===== src/inc/mpt_defines.vh =====
// Constants for the five-channel 16-bit PWM/capture timer.
// Included by rtl/mpt_timer.v; offsets are AXI4-Lite byte addresses.
`ifndef MPT_DEFINES_VH
`define MPT_DEFINES_VH

// Global registers
`define MPT_OFS_START 8'h00
`define MPT_OFS_SYNC 8'h04
`define MPT_OFS_MODE 8'h08
`define MPT_OFS_STAT 8'h0c
// Channel n occupies 8'h20*(n+1); word index inside the window
`define MPT_CH_BASE 3'h1
`define MPT_CH_LAST 3'h5
`define MPT_IDX_TCR 3'h0
`define MPT_IDX_IOC 3'h1
`define MPT_IDX_CNT 3'h2
`define MPT_IDX_GRA 3'h3
`define MPT_IDX_GRB 3'h4
`define MPT_IDX_BRA 3'h5
`define MPT_IDX_BRB 3'h6

// Mode register fields: [4:0] single-channel PWM per channel
`define MPT_MD_RSYNC 5
`define MPT_MD_COMP 6
`define MPT_MD_BUF3 7
`define MPT_MD_BUF4 8
`define MPT_MD_LS3 9
`define MPT_MD_LS4 10
`define MPT_MD_W 11

// Status fields: match A [4:0], match B [9:5], overflow [14:10]
`define MPT_ST_FA 0
`define MPT_ST_FB 5
`define MPT_ST_OV 10

// Counter clear source in timer_control_reg[1:0]
`define MPT_CLR_NONE 2'h0
`define MPT_CLR_A 2'h1
`define MPT_CLR_B 2'h2
`define MPT_CLR_SYNC 2'h3

// Capture edge in io_control_reg: [1:0] for A, [3:2] for B; 0 = compare
`define MPT_EDGE_OFF 2'h0
`define MPT_EDGE_RISE 2'h1
`define MPT_EDGE_FALL 2'h2
`define MPT_EDGE_BOTH 2'h3

// Reset values
`define MPT_CNT_RST 16'h0000
`define MPT_CMP_RST 16'hffff

// Capture pulse minimum in tenths of a system clock (10 ns each)
`define MPT_CAP_SINGLE_TENTHS 15
`define MPT_CAP_BOTH_TENTHS 25
`define MPT_CAP_SINGLE_CYC ((`MPT_CAP_SINGLE_TENTHS + 9) / 10)
`define MPT_CAP_BOTH_CYC ((`MPT_CAP_BOTH_TENTHS + 9) / 10)

// AXI responses
`define MPT_RESP_OK 2'h0
`define MPT_RESP_ERR 2'h2

`endif


===== src/rtl/mpt_timer.v =====
// Five-channel 16-bit timer: capture, sync preset/clear, PWM, paired modes.
// Assumes one 10 MHz clock, synchronous reset, AXI4-Lite master outside.
`timescale 1ns/1ps
`include "mpt_defines.vh"

module mpt_timer (
   input wire core_clk, // 10 MHz system clock
   input wire srst, // synchronous reset, active high
   input wire [7:0] s_axi_awaddr, // write address
   input wire s_axi_awvalid, // write address valid
   output wire s_axi_awready, // write address ready
   input wire [31:0] s_axi_wdata, // write data
   input wire [3:0] s_axi_wstrb, // write byte enables
   input wire s_axi_wvalid, // write data valid
   output wire s_axi_wready, // write data ready
   output reg [1:0] s_axi_bresp, // write response
   output reg s_axi_bvalid, // write response valid
   input wire s_axi_bready, // write response ready
   input wire [7:0] s_axi_araddr, // read address
   input wire s_axi_arvalid, // read address valid
   output wire s_axi_arready, // read address ready
   output reg [31:0] s_axi_rdata, // read data
   output reg [1:0] s_axi_rresp, // read response
   output reg s_axi_rvalid, // read data valid
   input wire s_axi_rready, // read data ready
   input wire [4:0] capture_pin_a, // capture inputs A, asynchronous
   input wire [4:0] capture_pin_b, // capture inputs B, asynchronous
   output wire [4:0] waveform_pin_a, // waveform pins A
   output wire [4:0] waveform_pin_b, // waveform pins B
   output wire extra_out_pin_a, // complement of pair 2
   output wire extra_out_pin_b // complement of pair 3
);

   function [15:0] merge;
      input [15:0] old;
      input [31:0] nw;
      input [3:0] strb;
      begin
         merge = {strb[1] ? nw[15:8] : old[15:8], strb[0] ? nw[7:0] : old[7:0]};
      end
   endfunction

   function edge_hit;
      input [1:0] sel;
      input rise;
      input fall;
      begin
         edge_hit = (sel == `MPT_EDGE_RISE && rise) || (sel == `MPT_EDGE_FALL && fall) ||
            (sel == `MPT_EDGE_BOTH && (rise || fall));
      end
   endfunction

   reg [4:0] start;
   reg [4:0] sync;
   reg [`MPT_MD_W-1:0] mode;
   reg [14:0] stat;
   reg [1:0] timer_control_reg [0:4];
   reg [3:0] ioc [0:4];
   reg [15:0] cnt [0:4];
   reg [15:0] compare_reg_a [0:4];
   reg [15:0] compare_reg_b [0:4];
   reg [15:0] buffer_reg_a [0:4];
   reg [15:0] brb [0:4];
   reg [4:0] pwm_lvl;
   reg [2:0] pos;
   reg [2:0] neg;
   reg down;
   reg [4:0] a1, a2, a3, a_st;
   reg [4:0] b1, b2, b3, b_st;

   // AXI write side
   reg aw_held;
   reg w_held;
   reg [7:0] aw_addr;
   reg [31:0] w_data;
   reg [3:0] w_strb;
   wire [7:0] wr_addr = aw_held ? aw_addr : s_axi_awaddr;
   wire [31:0] wr_data = w_held ? w_data : s_axi_wdata;
   wire [3:0] wr_strb = w_held ? w_strb : s_axi_wstrb;
   wire aw_ok = aw_held || s_axi_awvalid;
   wire w_ok = w_held || s_axi_wvalid;
   wire wr_go = aw_ok && w_ok && !s_axi_bvalid;
   assign s_axi_awready = !aw_held && !s_axi_bvalid;
   assign s_axi_wready = !w_held && !s_axi_bvalid;
   assign s_axi_arready = !s_axi_rvalid;

   wire [2:0] wr_win = wr_addr[7:5];
   wire [2:0] wr_ch = wr_win - `MPT_CH_BASE;
   wire [2:0] wr_idx = wr_addr[4:2];
   wire wr_chan = wr_win >= `MPT_CH_BASE && wr_win <= `MPT_CH_LAST && wr_idx <= `MPT_IDX_BRB;
   wire wr_glob = wr_win == 3'h0 && wr_addr[4] == 1'b0;
   wire wr_map = (wr_chan || wr_glob) && wr_addr[1:0] == 2'h0;

   wire rsync = mode[`MPT_MD_RSYNC];
   wire comp = mode[`MPT_MD_COMP] && !rsync;
   wire paired = rsync || comp;

   // Edge detection and match events
   reg [4:0] rise_a, fall_a, rise_b, fall_b;
   reg [4:0] cap_a, cap_b, ma, mb, own_clr, clr;
   integer i;
   integer ch;
   always @* begin
      for (ch = 0; ch < 5; ch = ch + 1) begin
         rise_a[ch] = a2[ch] == a3[ch] && a3[ch] && !a_st[ch];
         fall_a[ch] = a2[ch] == a3[ch] && !a3[ch] && a_st[ch];
         rise_b[ch] = b2[ch] == b3[ch] && b3[ch] && !b_st[ch];
         fall_b[ch] = b2[ch] == b3[ch] && !b3[ch] && b_st[ch];
         // Capture also latches a stopped counter
         cap_a[ch] = !mode[ch] && edge_hit(ioc[ch][1:0], rise_a[ch], fall_a[ch]);
         cap_b[ch] = !mode[ch] && edge_hit(ioc[ch][3:2], rise_b[ch], fall_b[ch]);
         ma[ch] = start[ch] && (mode[ch] || ioc[ch][1:0] == `MPT_EDGE_OFF) &&
            cnt[ch] == compare_reg_a[ch];
         mb[ch] = start[ch] && (mode[ch] || ioc[ch][3:2] == `MPT_EDGE_OFF) &&
            cnt[ch] == compare_reg_b[ch];
         own_clr[ch] = (timer_control_reg[ch] == `MPT_CLR_A && (ma[ch] || cap_a[ch])) ||
            (timer_control_reg[ch] == `MPT_CLR_B && (mb[ch] || cap_b[ch]));
      end
      if (paired) begin
         own_clr[3] = 1'b0;
         own_clr[4] = 1'b0;
      end
      for (ch = 0; ch < 5; ch = ch + 1) begin
         clr[ch] = own_clr[ch] || (timer_control_reg[ch] == `MPT_CLR_SYNC && sync[ch] &&
            |(own_clr & sync));
      end
   end

   // Paired-mode points: pair 0 ch3 B, pair 1 ch4 A, pair 2 ch4 B
   wire [15:0] c3 = cnt[3];
   wire [15:0] c4 = cnt[4];
   wire [15:0] per3 = compare_reg_a[3];
   wire [2:0] hit3 = {c3 == compare_reg_b[4], c3 == compare_reg_a[4], c3 == compare_reg_b[3]};
   wire [2:0] hit4 = {c4 == compare_reg_b[4], c4 == compare_reg_a[4], c4 == compare_reg_b[3]};
   wire run3 = start[3];
   wire top = comp && run3 && !down && c3 == per3;
   wire bottom = comp && run3 && down && c4 == 16'h0000;
   wire rs_clr = rsync && run3 && c3 == per3;

   always @(posedge core_clk) begin
      if (srst) begin
         start <= 5'h00;
         sync <= 5'h00;
         mode <= {`MPT_MD_W{1'b0}};
         stat <= 15'h0000;
         for (i = 0; i < 5; i = i + 1) begin
            timer_control_reg[i] <= `MPT_CLR_NONE;
            ioc[i] <= 4'h0;
            cnt[i] <= `MPT_CNT_RST;
            compare_reg_a[i] <= `MPT_CMP_RST;
            compare_reg_b[i] <= `MPT_CMP_RST;
            buffer_reg_a[i] <= `MPT_CMP_RST;
            brb[i] <= `MPT_CMP_RST;
         end
         pwm_lvl <= 5'h00;
         pos <= 3'h0;
         neg <= 3'h7;
         down <= 1'b0;
         a1 <= 5'h00; a2 <= 5'h00; a3 <= 5'h00; a_st <= 5'h00;
         b1 <= 5'h00; b2 <= 5'h00; b3 <= 5'h00; b_st <= 5'h00;
         aw_held <= 1'b0;
         w_held <= 1'b0;
         aw_addr <= 8'h00;
         w_data <= 32'h00000000;
         w_strb <= 4'h0;
         s_axi_bvalid <= 1'b0;
         s_axi_bresp <= `MPT_RESP_OK;
      end else begin
         // Three-stage capture synchronisers
         a1 <= capture_pin_a;
         a2 <= a1;
         a3 <= a2;
         b1 <= capture_pin_b;
         b2 <= b1;
         b3 <= b2;
         for (i = 0; i < 5; i = i + 1) begin
            if (a2[i] == a3[i]) begin
               a_st[i] <= a3[i];
            end
            if (b2[i] == b3[i]) begin
               b_st[i] <= b3[i];
            end
         end

         // Independent channels (ch3/ch4 taken over below when paired)
         for (i = 0; i < 5; i = i + 1) begin
            if (start[i]) begin
               cnt[i] <= clr[i] ? 16'h0000 : cnt[i] + 16'h0001;
            end
            if (mode[i] && !(paired && i >= 3)) begin
               if (ma[i] && !mb[i]) begin
                  pwm_lvl[i] <= 1'b1;
               end else if (mb[i] && !ma[i]) begin
                  pwm_lvl[i] <= 1'b0;
               end
            end
            if (cap_a[i]) begin
               compare_reg_a[i] <= cnt[i];
               stat[`MPT_ST_FA + i] <= 1'b1;
            end
            if (cap_b[i]) begin
               compare_reg_b[i] <= cnt[i];
               stat[`MPT_ST_FB + i] <= 1'b1;
            end
         end
         // Buffering on ch3/ch4 outside paired modes
         for (i = 3; i < 5; i = i + 1) begin
            if (mode[`MPT_MD_BUF3 + i - 3] && !paired) begin
               if (cap_a[i]) begin
                  buffer_reg_a[i] <= compare_reg_a[i];
               end else if (ma[i]) begin
                  compare_reg_a[i] <= buffer_reg_a[i];
               end
               if (cap_b[i]) begin
                  brb[i] <= compare_reg_b[i];
               end else if (mb[i]) begin
                  compare_reg_b[i] <= brb[i];
               end
            end
         end

         // Reset-synchronized mode
         if (rsync && run3) begin
            stat[`MPT_ST_FA + 3] <= rs_clr ? 1'b1 : stat[`MPT_ST_FA + 3];
            stat[`MPT_ST_FB + 3] <= c3 == compare_reg_b[3] ? 1'b1 : stat[`MPT_ST_FB + 3];
            if (rs_clr) begin
               cnt[3] <= 16'h0000;
               pos <= 3'h7;
               neg <= 3'h0;
            end else begin
               cnt[3] <= c3 + 16'h0001;
               pos <= pos & ~hit3;
               neg <= neg | hit3;
            end
            if (rs_clr) begin
               if (mode[`MPT_MD_BUF3]) begin
                  compare_reg_b[3] <= brb[3];
               end
               if (mode[`MPT_MD_BUF4]) begin
                  compare_reg_a[4] <= buffer_reg_a[4];
                  compare_reg_b[4] <= brb[4];
               end
            end
         end
         if (rsync) begin
            // Channel 4 keeps counting freely, no compares
            cnt[4] <= start[4] ? c4 + 16'h0001 : c4;
         end

         // Complementary mode
         if (comp && run3) begin
            if (top) begin
               down <= 1'b1;
               stat[`MPT_ST_FA + 3] <= 1'b1;
            end else if (bottom) begin
               down <= 1'b0;
               stat[`MPT_ST_OV + 4] <= 1'b1;
            end
            // Old direction holds for the reversal cycle: overshoot, then undershoot
            if (down) begin
               cnt[3] <= c3 - 16'h0001;
               cnt[4] <= c4 - 16'h0001;
            end else begin
               cnt[3] <= c3 + 16'h0001;
               cnt[4] <= c4 + 16'h0001;
            end
            // Up: ch3 drops the complement, then ch4 raises the phase
            // Down: ch4 drops the phase, then ch3 raises the complement
            if (!down) begin
               neg <= neg & ~hit3;
               pos <= pos | hit4;
            end else begin
               pos <= pos & ~hit4;
               neg <= neg | hit3;
            end
            if (top || bottom) begin
               if (mode[`MPT_MD_BUF3]) begin
                  compare_reg_b[3] <= brb[3];
               end
               if (mode[`MPT_MD_BUF4]) begin
                  compare_reg_a[4] <= buffer_reg_a[4];
                  compare_reg_b[4] <= brb[4];
               end
            end
         end

         // Register writes; hardware-set flags win over clears
         if (aw_ok && !aw_held && !wr_go) begin
            aw_held <= 1'b1;
            aw_addr <= s_axi_awaddr;
         end
         if (w_ok && !w_held && !wr_go) begin
            w_held <= 1'b1;
            w_data <= s_axi_wdata;
            w_strb <= s_axi_wstrb;
         end
         if (s_axi_bvalid && s_axi_bready) begin
            s_axi_bvalid <= 1'b0;
         end
         if (wr_go) begin
            aw_held <= 1'b0;
            w_held <= 1'b0;
            s_axi_bvalid <= 1'b1;
            s_axi_bresp <= wr_map ? `MPT_RESP_OK : `MPT_RESP_ERR;
            if (wr_map && wr_glob) begin
               case (wr_addr[3:2])
                  2'h0: start <= wr_strb[0] ? wr_data[4:0] : start;
                  2'h1: sync <= wr_strb[0] ? wr_data[4:0] : sync;
                  2'h2: begin
                     mode <= {wr_strb[1] ? wr_data[10:8] : mode[10:8],
                        wr_strb[0] ? wr_data[7:0] : mode[7:0]};
                     // A channel leaving PWM must not leave its pin high
                     pwm_lvl <= pwm_lvl & (wr_strb[0] ? wr_data[4:0] : mode[4:0]);
                     pos <= 3'h0;
                     neg <= 3'h7;
                     down <= 1'b0;
                  end
                  default: begin
                     // Write 1 clears; the sets below still win
                     stat <= stat & ~wr_data[14:0];
                  end
               endcase
            end
            if (wr_map && wr_chan) begin
               case (wr_idx)
                  `MPT_IDX_TCR: timer_control_reg[wr_ch] <= wr_strb[0] ? wr_data[1:0] : timer_control_reg[wr_ch];
                  `MPT_IDX_IOC: ioc[wr_ch] <= wr_strb[0] ? wr_data[3:0] : ioc[wr_ch];
                  `MPT_IDX_CNT: begin
                     cnt[wr_ch] <= merge(cnt[wr_ch], wr_data, wr_strb);
                     for (i = 0; i < 5; i = i + 1) begin
                        if (sync[i] && sync[wr_ch]) begin
                           cnt[i] <= merge(cnt[wr_ch], wr_data, wr_strb);
                        end
                     end
                  end
                  `MPT_IDX_GRA: compare_reg_a[wr_ch] <= merge(compare_reg_a[wr_ch], wr_data, wr_strb);
                  `MPT_IDX_GRB: compare_reg_b[wr_ch] <= merge(compare_reg_b[wr_ch], wr_data, wr_strb);
                  `MPT_IDX_BRA: buffer_reg_a[wr_ch] <= merge(buffer_reg_a[wr_ch], wr_data, wr_strb);
                  default: brb[wr_ch] <= merge(brb[wr_ch], wr_data, wr_strb);
               endcase
            end
         end
         // Flag sets repeated after the clear so a same-cycle event survives
         for (i = 0; i < 5; i = i + 1) begin
            if ((ma[i] && !(paired && i >= 3)) || cap_a[i] || (i == 3 && (top || rs_clr))) begin
               stat[`MPT_ST_FA + i] <= 1'b1;
            end
            if ((mb[i] && !(paired && i >= 3)) || cap_b[i] ||
                  (i == 3 && rsync && run3 && c3 == compare_reg_b[3])) begin
               stat[`MPT_ST_FB + i] <= 1'b1;
            end
            if (start[i] && !clr[i] && cnt[i] == 16'hffff && !(paired && i >= 3)) begin
               stat[`MPT_ST_OV + i] <= 1'b1;
            end
         end
         if (bottom) begin
            stat[`MPT_ST_OV + 4] <= 1'b1;
         end
      end
   end

   // Read side: one-cycle answer, registered data
   reg [31:0] rd_word;
   reg rd_map;
   wire [2:0] rd_win = s_axi_araddr[7:5];
   wire [2:0] rd_ch = rd_win - `MPT_CH_BASE;
   wire [2:0] rd_idx = s_axi_araddr[4:2];
   always @* begin
      rd_word = 32'h00000000;
      rd_map = s_axi_araddr[1:0] == 2'h0;
      if (rd_win == 3'h0 && s_axi_araddr[4] == 1'b0) begin
         case (s_axi_araddr[3:2])
            2'h0: rd_word = {27'h0, start};
            2'h1: rd_word = {27'h0, sync};
            2'h2: rd_word = {21'h0, mode};
            default: rd_word = {17'h0, stat};
         endcase
      end else if (rd_win >= `MPT_CH_BASE && rd_win <= `MPT_CH_LAST &&
            rd_idx <= `MPT_IDX_BRB) begin
         case (rd_idx)
            `MPT_IDX_TCR: rd_word = {30'h0, timer_control_reg[rd_ch]};
            `MPT_IDX_IOC: rd_word = {28'h0, ioc[rd_ch]};
            `MPT_IDX_CNT: rd_word = {16'h0, cnt[rd_ch]};
            `MPT_IDX_GRA: rd_word = {16'h0, compare_reg_a[rd_ch]};
            `MPT_IDX_GRB: rd_word = {16'h0, compare_reg_b[rd_ch]};
            `MPT_IDX_BRA: rd_word = {16'h0, buffer_reg_a[rd_ch]};
            default: rd_word = {16'h0, brb[rd_ch]};
         endcase
      end else begin
         rd_map = 1'b0;
      end
   end

   always @(posedge core_clk) begin
      if (srst) begin
         s_axi_rvalid <= 1'b0;
         s_axi_rdata <= 32'h00000000;
         s_axi_rresp <= `MPT_RESP_OK;
      end else if (s_axi_arvalid && !s_axi_rvalid) begin
         s_axi_rvalid <= 1'b1;
         s_axi_rdata <= rd_map ? rd_word : 32'h00000000;
         s_axi_rresp <= rd_map ? `MPT_RESP_OK : `MPT_RESP_ERR;
      end else if (s_axi_rvalid && s_axi_rready) begin
         s_axi_rvalid <= 1'b0;
      end
   end

   // Pin mapping; pair states hold "active", level select gives polarity
   wire ls3 = mode[`MPT_MD_LS3];
   wire ls4 = mode[`MPT_MD_LS4];
   assign waveform_pin_a[2:0] = pwm_lvl[2:0];
   assign waveform_pin_a[3] = paired ? ~(pos[0] ^ ls3) : pwm_lvl[3];
   assign waveform_pin_a[4] = paired ? ~(pos[1] ^ ls4) : pwm_lvl[4];
   assign waveform_pin_b[2:0] = 3'h0;
   assign waveform_pin_b[3] = paired ? ~(neg[0] ^ ls3) : 1'b0;
   assign waveform_pin_b[4] = paired ? ~(pos[2] ^ ls4) : 1'b0;
   assign extra_out_pin_a = paired ? ~(neg[1] ^ ls4) : 1'b0;
   assign extra_out_pin_b = paired ? ~(neg[2] ^ ls4) : 1'b0;

endmodule // mpt_timer


===== config.mk =====
export PLATFORM = sky130hd
export DESIGN_NAME = mpt_timer
export DESIGN_NICKNAME = d
export VERILOG_FILES = /design/src/rtl/mpt_timer.v
export VERILOG_INCLUDE_DIRS = /design/src /design/src/inc
export SDC_FILE = /design/constraint.sdc
export NUM_CORES = 2
export LEC_CHECK = 0
export CAP_MARGIN = 15
export CORE_MARGIN = 5
export CORE_UTILIZATION = 40
export CTS_BUF_LIST = sky130_fd_sc_hd__clkbuf_2 sky130_fd_sc_hd__clkbuf_4 sky130_fd_sc_hd__clkbuf_8
export DETAILED_ROUTE_END_ITERATION = 10
export DONT_BUFFER_PORTS = 1
export PLACE_DENSITY = 0.62
export SYNTH_ARGS = -nofsm -noshare
export SYNTH_HDL_FRONTEND = slang
export SYNTH_SLANG_ARGS = --single-unit
export TNS_END_PERCENT = 10

===== constraint.sdc =====
create_clock -name core_clk -period 4.13 [get_ports core_clk]
set_input_delay 0.413 -clock core_clk [delete_from_list [all_inputs] [get_ports core_clk]]
set_output_delay 0.413 -clock core_clk [all_outputs]
set_load 0.02 [all_outputs]

* Yosys cells after proc, flatten, opt, wreduce, memory -nomap -nowiden
Memory sizes are Yosys's and may differ from the RTL's.
Index checks and enable logic that the tools add are counted.
** Cells by class
- $add $sub $neg :: 9
- $lt $le $gt $ge :: 7
- Mux-type cells :: 354
- Eq/ne operators :: 130
- Reductions and logical operators :: 359
- Bitwise gates (word level) :: 153
** Operators with widths (number)
- $mux W16 :: 51
- $mux W1 :: 252
- $eq A16 B16 Y1 :: 13
- $logic_and A1 B1 Y1 :: 184
- $pmux W16 S6 :: 1
- $mux W8 :: 11
- $add A16 B1 Y16 const B :: 5
- $eq A16 B16 Y1 const B :: 5
- $eq A3 B3 Y1 const A :: 24
- $logic_or A1 B1 Y1 :: 72
- $eq A2 B2 Y1 const B :: 32
- $mux W32 :: 2
- $and A1 B1 Y1 :: 58
- $mux W3 :: 18
- $logic_not A1 Y1 :: 48
- $mux W15 :: 3
- $pmux W15 S3 :: 1
- $or A1 B1 Y1 :: 41
- $not A1 Y1 :: 37
- $eq A2 B1 Y1 const B :: 17
- $reduce_or A16 Y1 :: 2
- $sub A16 B1 Y16 const B :: 2
- $logic_not A2 Y1 :: 14
- $eq A3 B3 Y1 const B :: 9
- other kinds (31) :: 110
** Word-level totals
- Flip-flop bits (word level) :: 154
- Word-level logic and storage cells :: 1058
- Memories kept :: 7
- Memory bits (writable) :: 430
- Input port bits :: 69
** Memory list
- brb :: depth 5, bits a word 16, read ports 3, clocked after memory_dff 0, wr ports 5, line mpt_timer.v:63 : reg [15:0] brb [0:4];
- buffer_reg_a :: depth 5, bits a word 16, read ports 3, clocked after memory_dff 0, wr ports 5, line mpt_timer.v:62 : reg [15:0] buffer_reg_a [0:4];
- cnt :: depth 5, bits a word 16, read ports 7, clocked after memory_dff 0, wr ports 6, line mpt_timer.v:59 : reg [15:0] cnt [0:4];
- compare_reg_a :: depth 5, bits a word 16, read ports 6, clocked after memory_dff 0, wr ports 6, line mpt_timer.v:60 : reg [15:0] compare_reg_a [0:4];
- compare_reg_b :: depth 5, bits a word 16, read ports 6, clocked after memory_dff 0, wr ports 6, line mpt_timer.v:61 : reg [15:0] compare_reg_b [0:4];
- ioc :: depth 5, bits a word 4, read ports 6, clocked after memory_dff 0, wr ports 5, line mpt_timer.v:58 : reg [3:0] ioc [0:4];
- +1 memories

* Depth between registers and ports, before layout
- Depth after elaboration :: 22
- Depth in mapped cells :: 19
- Depth with buffers taken out :: 11

* Least setup slack after synthesis
No wires, ideal clock.
- Path kind :: input-to-reg
- Start point :: input port s_axi_araddr[5]
- End point :: register s_axi_rdata[12]
- Stages :: 17
- Library setup time :: 128 ps
- Data arrival time :: 4035 ps
- Slack :: -33 ps
- Buffers on the path :: 8
- Path through :: clkbuf_1 buf_2 buf_2 buf_2 inv_1 ha_1 buf_2 buf_2 buf_1 clkbuf_1 mux4_2 mux2i_1 o22ai_1 nor4_1 o21ai_0 a22oi_1 nor2_1
** On the way
- Longest elaborated chain between the ends :: 6
- Elaborated cells between the ends (all ways) :: 18
- Those cells by class :: add/sub (1); order compare (2); mux (6); reduce/logical (4); memory (5)
** Ends and longest elaborated chain
- from (decl) :: line mpt_timer.v:19 : input wire [7:0] s_axi_araddr,
- $sub A3 B1 Y3 (no line) (tied with other cells)
- $mem_v2 Z5 W16 (tied with other cells)
- $pmux W16 S6 or $logic_and A1 B1 Y1 (tied branches)
- $mux W16 or $mux W1 (tied branches) :: line mpt_timer.v:378 : end else if (rd_win >= `MPT_CH_BASE && rd_win <= `MPT_CH_LAST &&
- $mux W32 or $mux W1 (tied branches) :: line mpt_timer.v:371 : if (rd_win == 3'h0 && s_axi_araddr[4] == 1'b0) begin
- $mux W32 (*) :: line mpt_timer.v:401 : s_axi_rdata <= rd_map ? rd_word : 32'h00000000;
- to (signal assigned) :: line mpt_timer.v:401
- to (decl) :: line mpt_timer.v:22 : output reg [31:0] s_axi_rdata,
Mark *: on every way between the ends. The rest lies on a longest branch, timed or not.
A chain may end at the register's enable or synchronous reset.

==> summary.md <==
The flow ran to the end, and the final reports show no timing, DRC or antenna violations. The tools report the least setup slack across all paths after layout as 0.137 ns. The final count of hold timing violations is 0.

The path with the worst hold slack has its endpoint at s_axi_rdata[11]. The clock network latency to the later pin of the worst-skew pair was 0.86 ns; the area growth from synthesis to layout was 15.0%. In this run, CTS created clock tree buffers numbering 146. The initial antenna violation count is 13, and the count of input and output buffers is 0.

Final clock period utilization by the worst path: 0.967. The design draws 20.2 mW. For the data arrival at the endpoint of the critical path, the log shows 4.53 ns. Most frequently used flop master after synthesis: edfxtp_1.

STA classifies the critical path endpoint as a flip-flop. The tools report the minimum setup slack among reg-to-reg paths as 0.14 ns. In this run the remaining antenna-violating nets after routing total 0. The mapped netlist covers 46,000 µm². The pin slew with the least headroom to its limit works out to 1.22 ns. For the max-cap violation count, the log shows 0. Buffers added to address setup during post-CTS repair amount to 0. For the number of placed I/O pins, the log shows 122.

The highest net fanout along the worst path works out to 15. Kind of cell adding the most delay to the critical path: compound AO/OA/AOI/OAI gates. The floorplan die height was 349 µm. In this run the critical register-to-register path is captured at cnt[3][11].

The headroom to the max-slew limit is 0.182, and the share of layout cells above drive strength 1 is 0.201. Based on the critical path, the design can be clocked at up to 250 MHz. At the end of routability-driven placement, the weighted congestion stood at 1.08. The first routing iteration left 6,647 violations. Kind of path behind the tightest hold check: in2reg.

For the placed wire-length estimate after detailed placement, the log shows 149 mm. The logs give 824 for the number of sinks driven by the clock tree and 3 for the deepest clock path buffer count. The run gives 0.300 mV as the maximum vdd drop. For the critical path required time, the log shows 4.67 ns. Setup repair after global routing left no endpoint under its margin. The total wire length was 203 mm. The H-tree depth is 4. The startpoint identified for the worst register-to-register timing path is cnt[3][1]. In the final timing run, aggregate negative setup slack is 0 ns. Final critical-path required period: 3.99 ns. The count of cell instances traversed by the critical path is 10. The worst hold path begins at s_axi_araddr[3]. STA classifies the critical path startpoint as a flip-flop. The logs give 124 for the number of standard-cell rows in the floorplan and 0 for the final max-slew violation count. The net count of the finished layout is 4,441. From left edge to right edge, the die measures 349 µm. The clock tree skew after final layout is 0.0447 ns. The worst setup path is of the reg2reg kind.

The instance count of the mapped netlist is 4,156. The starting utilization of the core area is 0.403, and the synthesis-stage register bit count is 824. For this run, the detailed router's first-pass iteration total came to 7. The die covers 122,000 µm². In this run the clock root is driven by a clkbuf_8.

The setup slack after placement was 0.206 ns. The proportion of register bits with asynchronous set or reset after synthesis came out at 0. TritonCTS built the clock tree.

The critical path goes through xnor2_1, nand4_1, nor4_4, a41oi_1, a21oi_1, a211oi_1, buf_4, a21oi_1, buf_4, o21ai_0. Synthesis instantiated 92 different standard cells from the library. For the global-route total usage across every layer, the log shows 0.324. Leaving out fill and tap cells, the most frequent cell in the layout is edfxtp_1. The final cell utilization of the core came out at 0.463. With fillers left out, the area of the finished cells amounts to 52,900 µm². In the layout the commonest cells are edfxtp_1 (688), nand2_1 (427), buf_4 (351). For this run, design rule violations remaining after detail routing come to 0. Entering global routing, the biggest net connects 177 pins. In the final routed layout, each cell accounts on average for 34.1 µm. The detail-routed via count per cell works out to 6.55. The wire length of the first global-routing pass came out at 280 mm. The total number of vias was 39.0k; the post-synthesis average cell area was 11.1 µm². Summed over all cells, the static leakage comes to 16.8 nW.

After clock tree synthesis, the clock-pin slew on the worst setup and hold paths is 0.06 ns. The placement-stage cell area was 49,400 µm². The tools report the post-synthesis sequential area ratio as 0.509.

The core region is 114,000 µm². For the final count of negative-setup-slack endpoints, the log shows 0. Measured in cells, the most critical reg-to-reg path has a length of 10. The number of flops mapped to enable cells by yosys works out to 688. The power density over the cells is 382 nW/µm².

Together, buffers and inverters on the worst path number 2. After global routing the overflow that remains totals 0. The run gives 0 as the count of warnings emitted by yosys. The slowest stage cell on the critical path was edfxtp_1.

The tools report the via count of the first global-routing pass as 36.0k. For this run, the slowest stage of the critical path takes 0.81 ns. The cell depth of the worst hold path came out at 4.
-- report_power, final --
| part | switching [mW] | leakage, nW | total [mW] | internal [mW] |
|---|---|---|---|---|
| sequential | 0.232 | 6.82 | 9.41 | 9.18 |
| clock | 3.75 | 1.51 | 7.81 | 4.06 |
| combinational | 2.00 | 8.45 | 2.97 | 0.972 |
-- cells in the mapped netlist, drive strengths merged, types with 59 or more instances --
cell      n  area (µm²)
a21oi   292        1470
buf     165         926
clkbuf  245         921
dfxtp   136        2720
edfxtp  688       20700
inv      67         251
mux2i   134        1360
mux4    175        3940
nand2   427        1600
nand3    74         370
nand4    59         369
nor2    322        1240
nor3    197        1000
o21ai   180         908
o22ai    84         526
xnor2   185        1630
xor2    118        1040
-- how the worst max path moves through the flow --
stage | startpoint | endpoint
final | cnt[3][1] | cnt[3][11]
after detailed placement | aw_held | brb[3][7]
after CTS | aw_held | brb[3][7]
after global routing | cnt[3][1] | cnt[3][11]
after floorplan | s_axi_araddr[5] | s_axi_rdata[10]
after global placement | aw_held | compare_reg_a[4][0]
-- metal layers --
metal  track usage  vias up  wire (µm)
li1              -    15900          -
met1         0.418    19200      73900
met2         0.446     3200      81400
met3         0.135      703      31200
met4         0.205       13      16500
met5       0.00981        -        237
-- kinds of logic after synthesis --
family,after synthesis,share of synthesized area
compound gates,901,0.128
xor+xnor,303,0.0580
fa+ha+maj,36,0.00980
buf+inv,477,0.0456
flops,824,0.509
mux,318,0.117
other cells,1,0.0000816
simple gates,1296,0.132
-- repair_timing --
action,4_1_cts,5_1_grt
endpoints found under the setup margin,0,45
hold buffers,49,1
gates resized for setup,0,4
endpoints found under the hold margin,134,3
-- worst register-to-register path: cells and delay by family (launching register included) --
kind,cells,cell delay [ns]
compound gates,5,1.23
flops,1,0.81
xor+xnor,1,0.21
buf+inv,2,0.56
simple gates,2,0.89
-- through the flow --
stage	instances	hold WS, ns
2_1_floorplan	4176	0.414
3_3_place_gp	5646	0.418
3_5_place_dp	5647	0.424
4_1_cts	5951	0.00666
5_1_grt	5956	0.0426
6_report	5961	0.0520
-- cell type report --
class / instances / area [µm²]
flip-flops and latches: 824 / 23400
diodes: 6 / 15.0
inverters: 67 / 251
clock inverters: 69 / 538
well taps: 1512 / 1890
clock buffers: 186 / 2330
multi-input cells: 2875 / 20900
repair buffers: 422 / 3540
fillers: 10600 / 61300
Power figures use the tool's default switching activity.
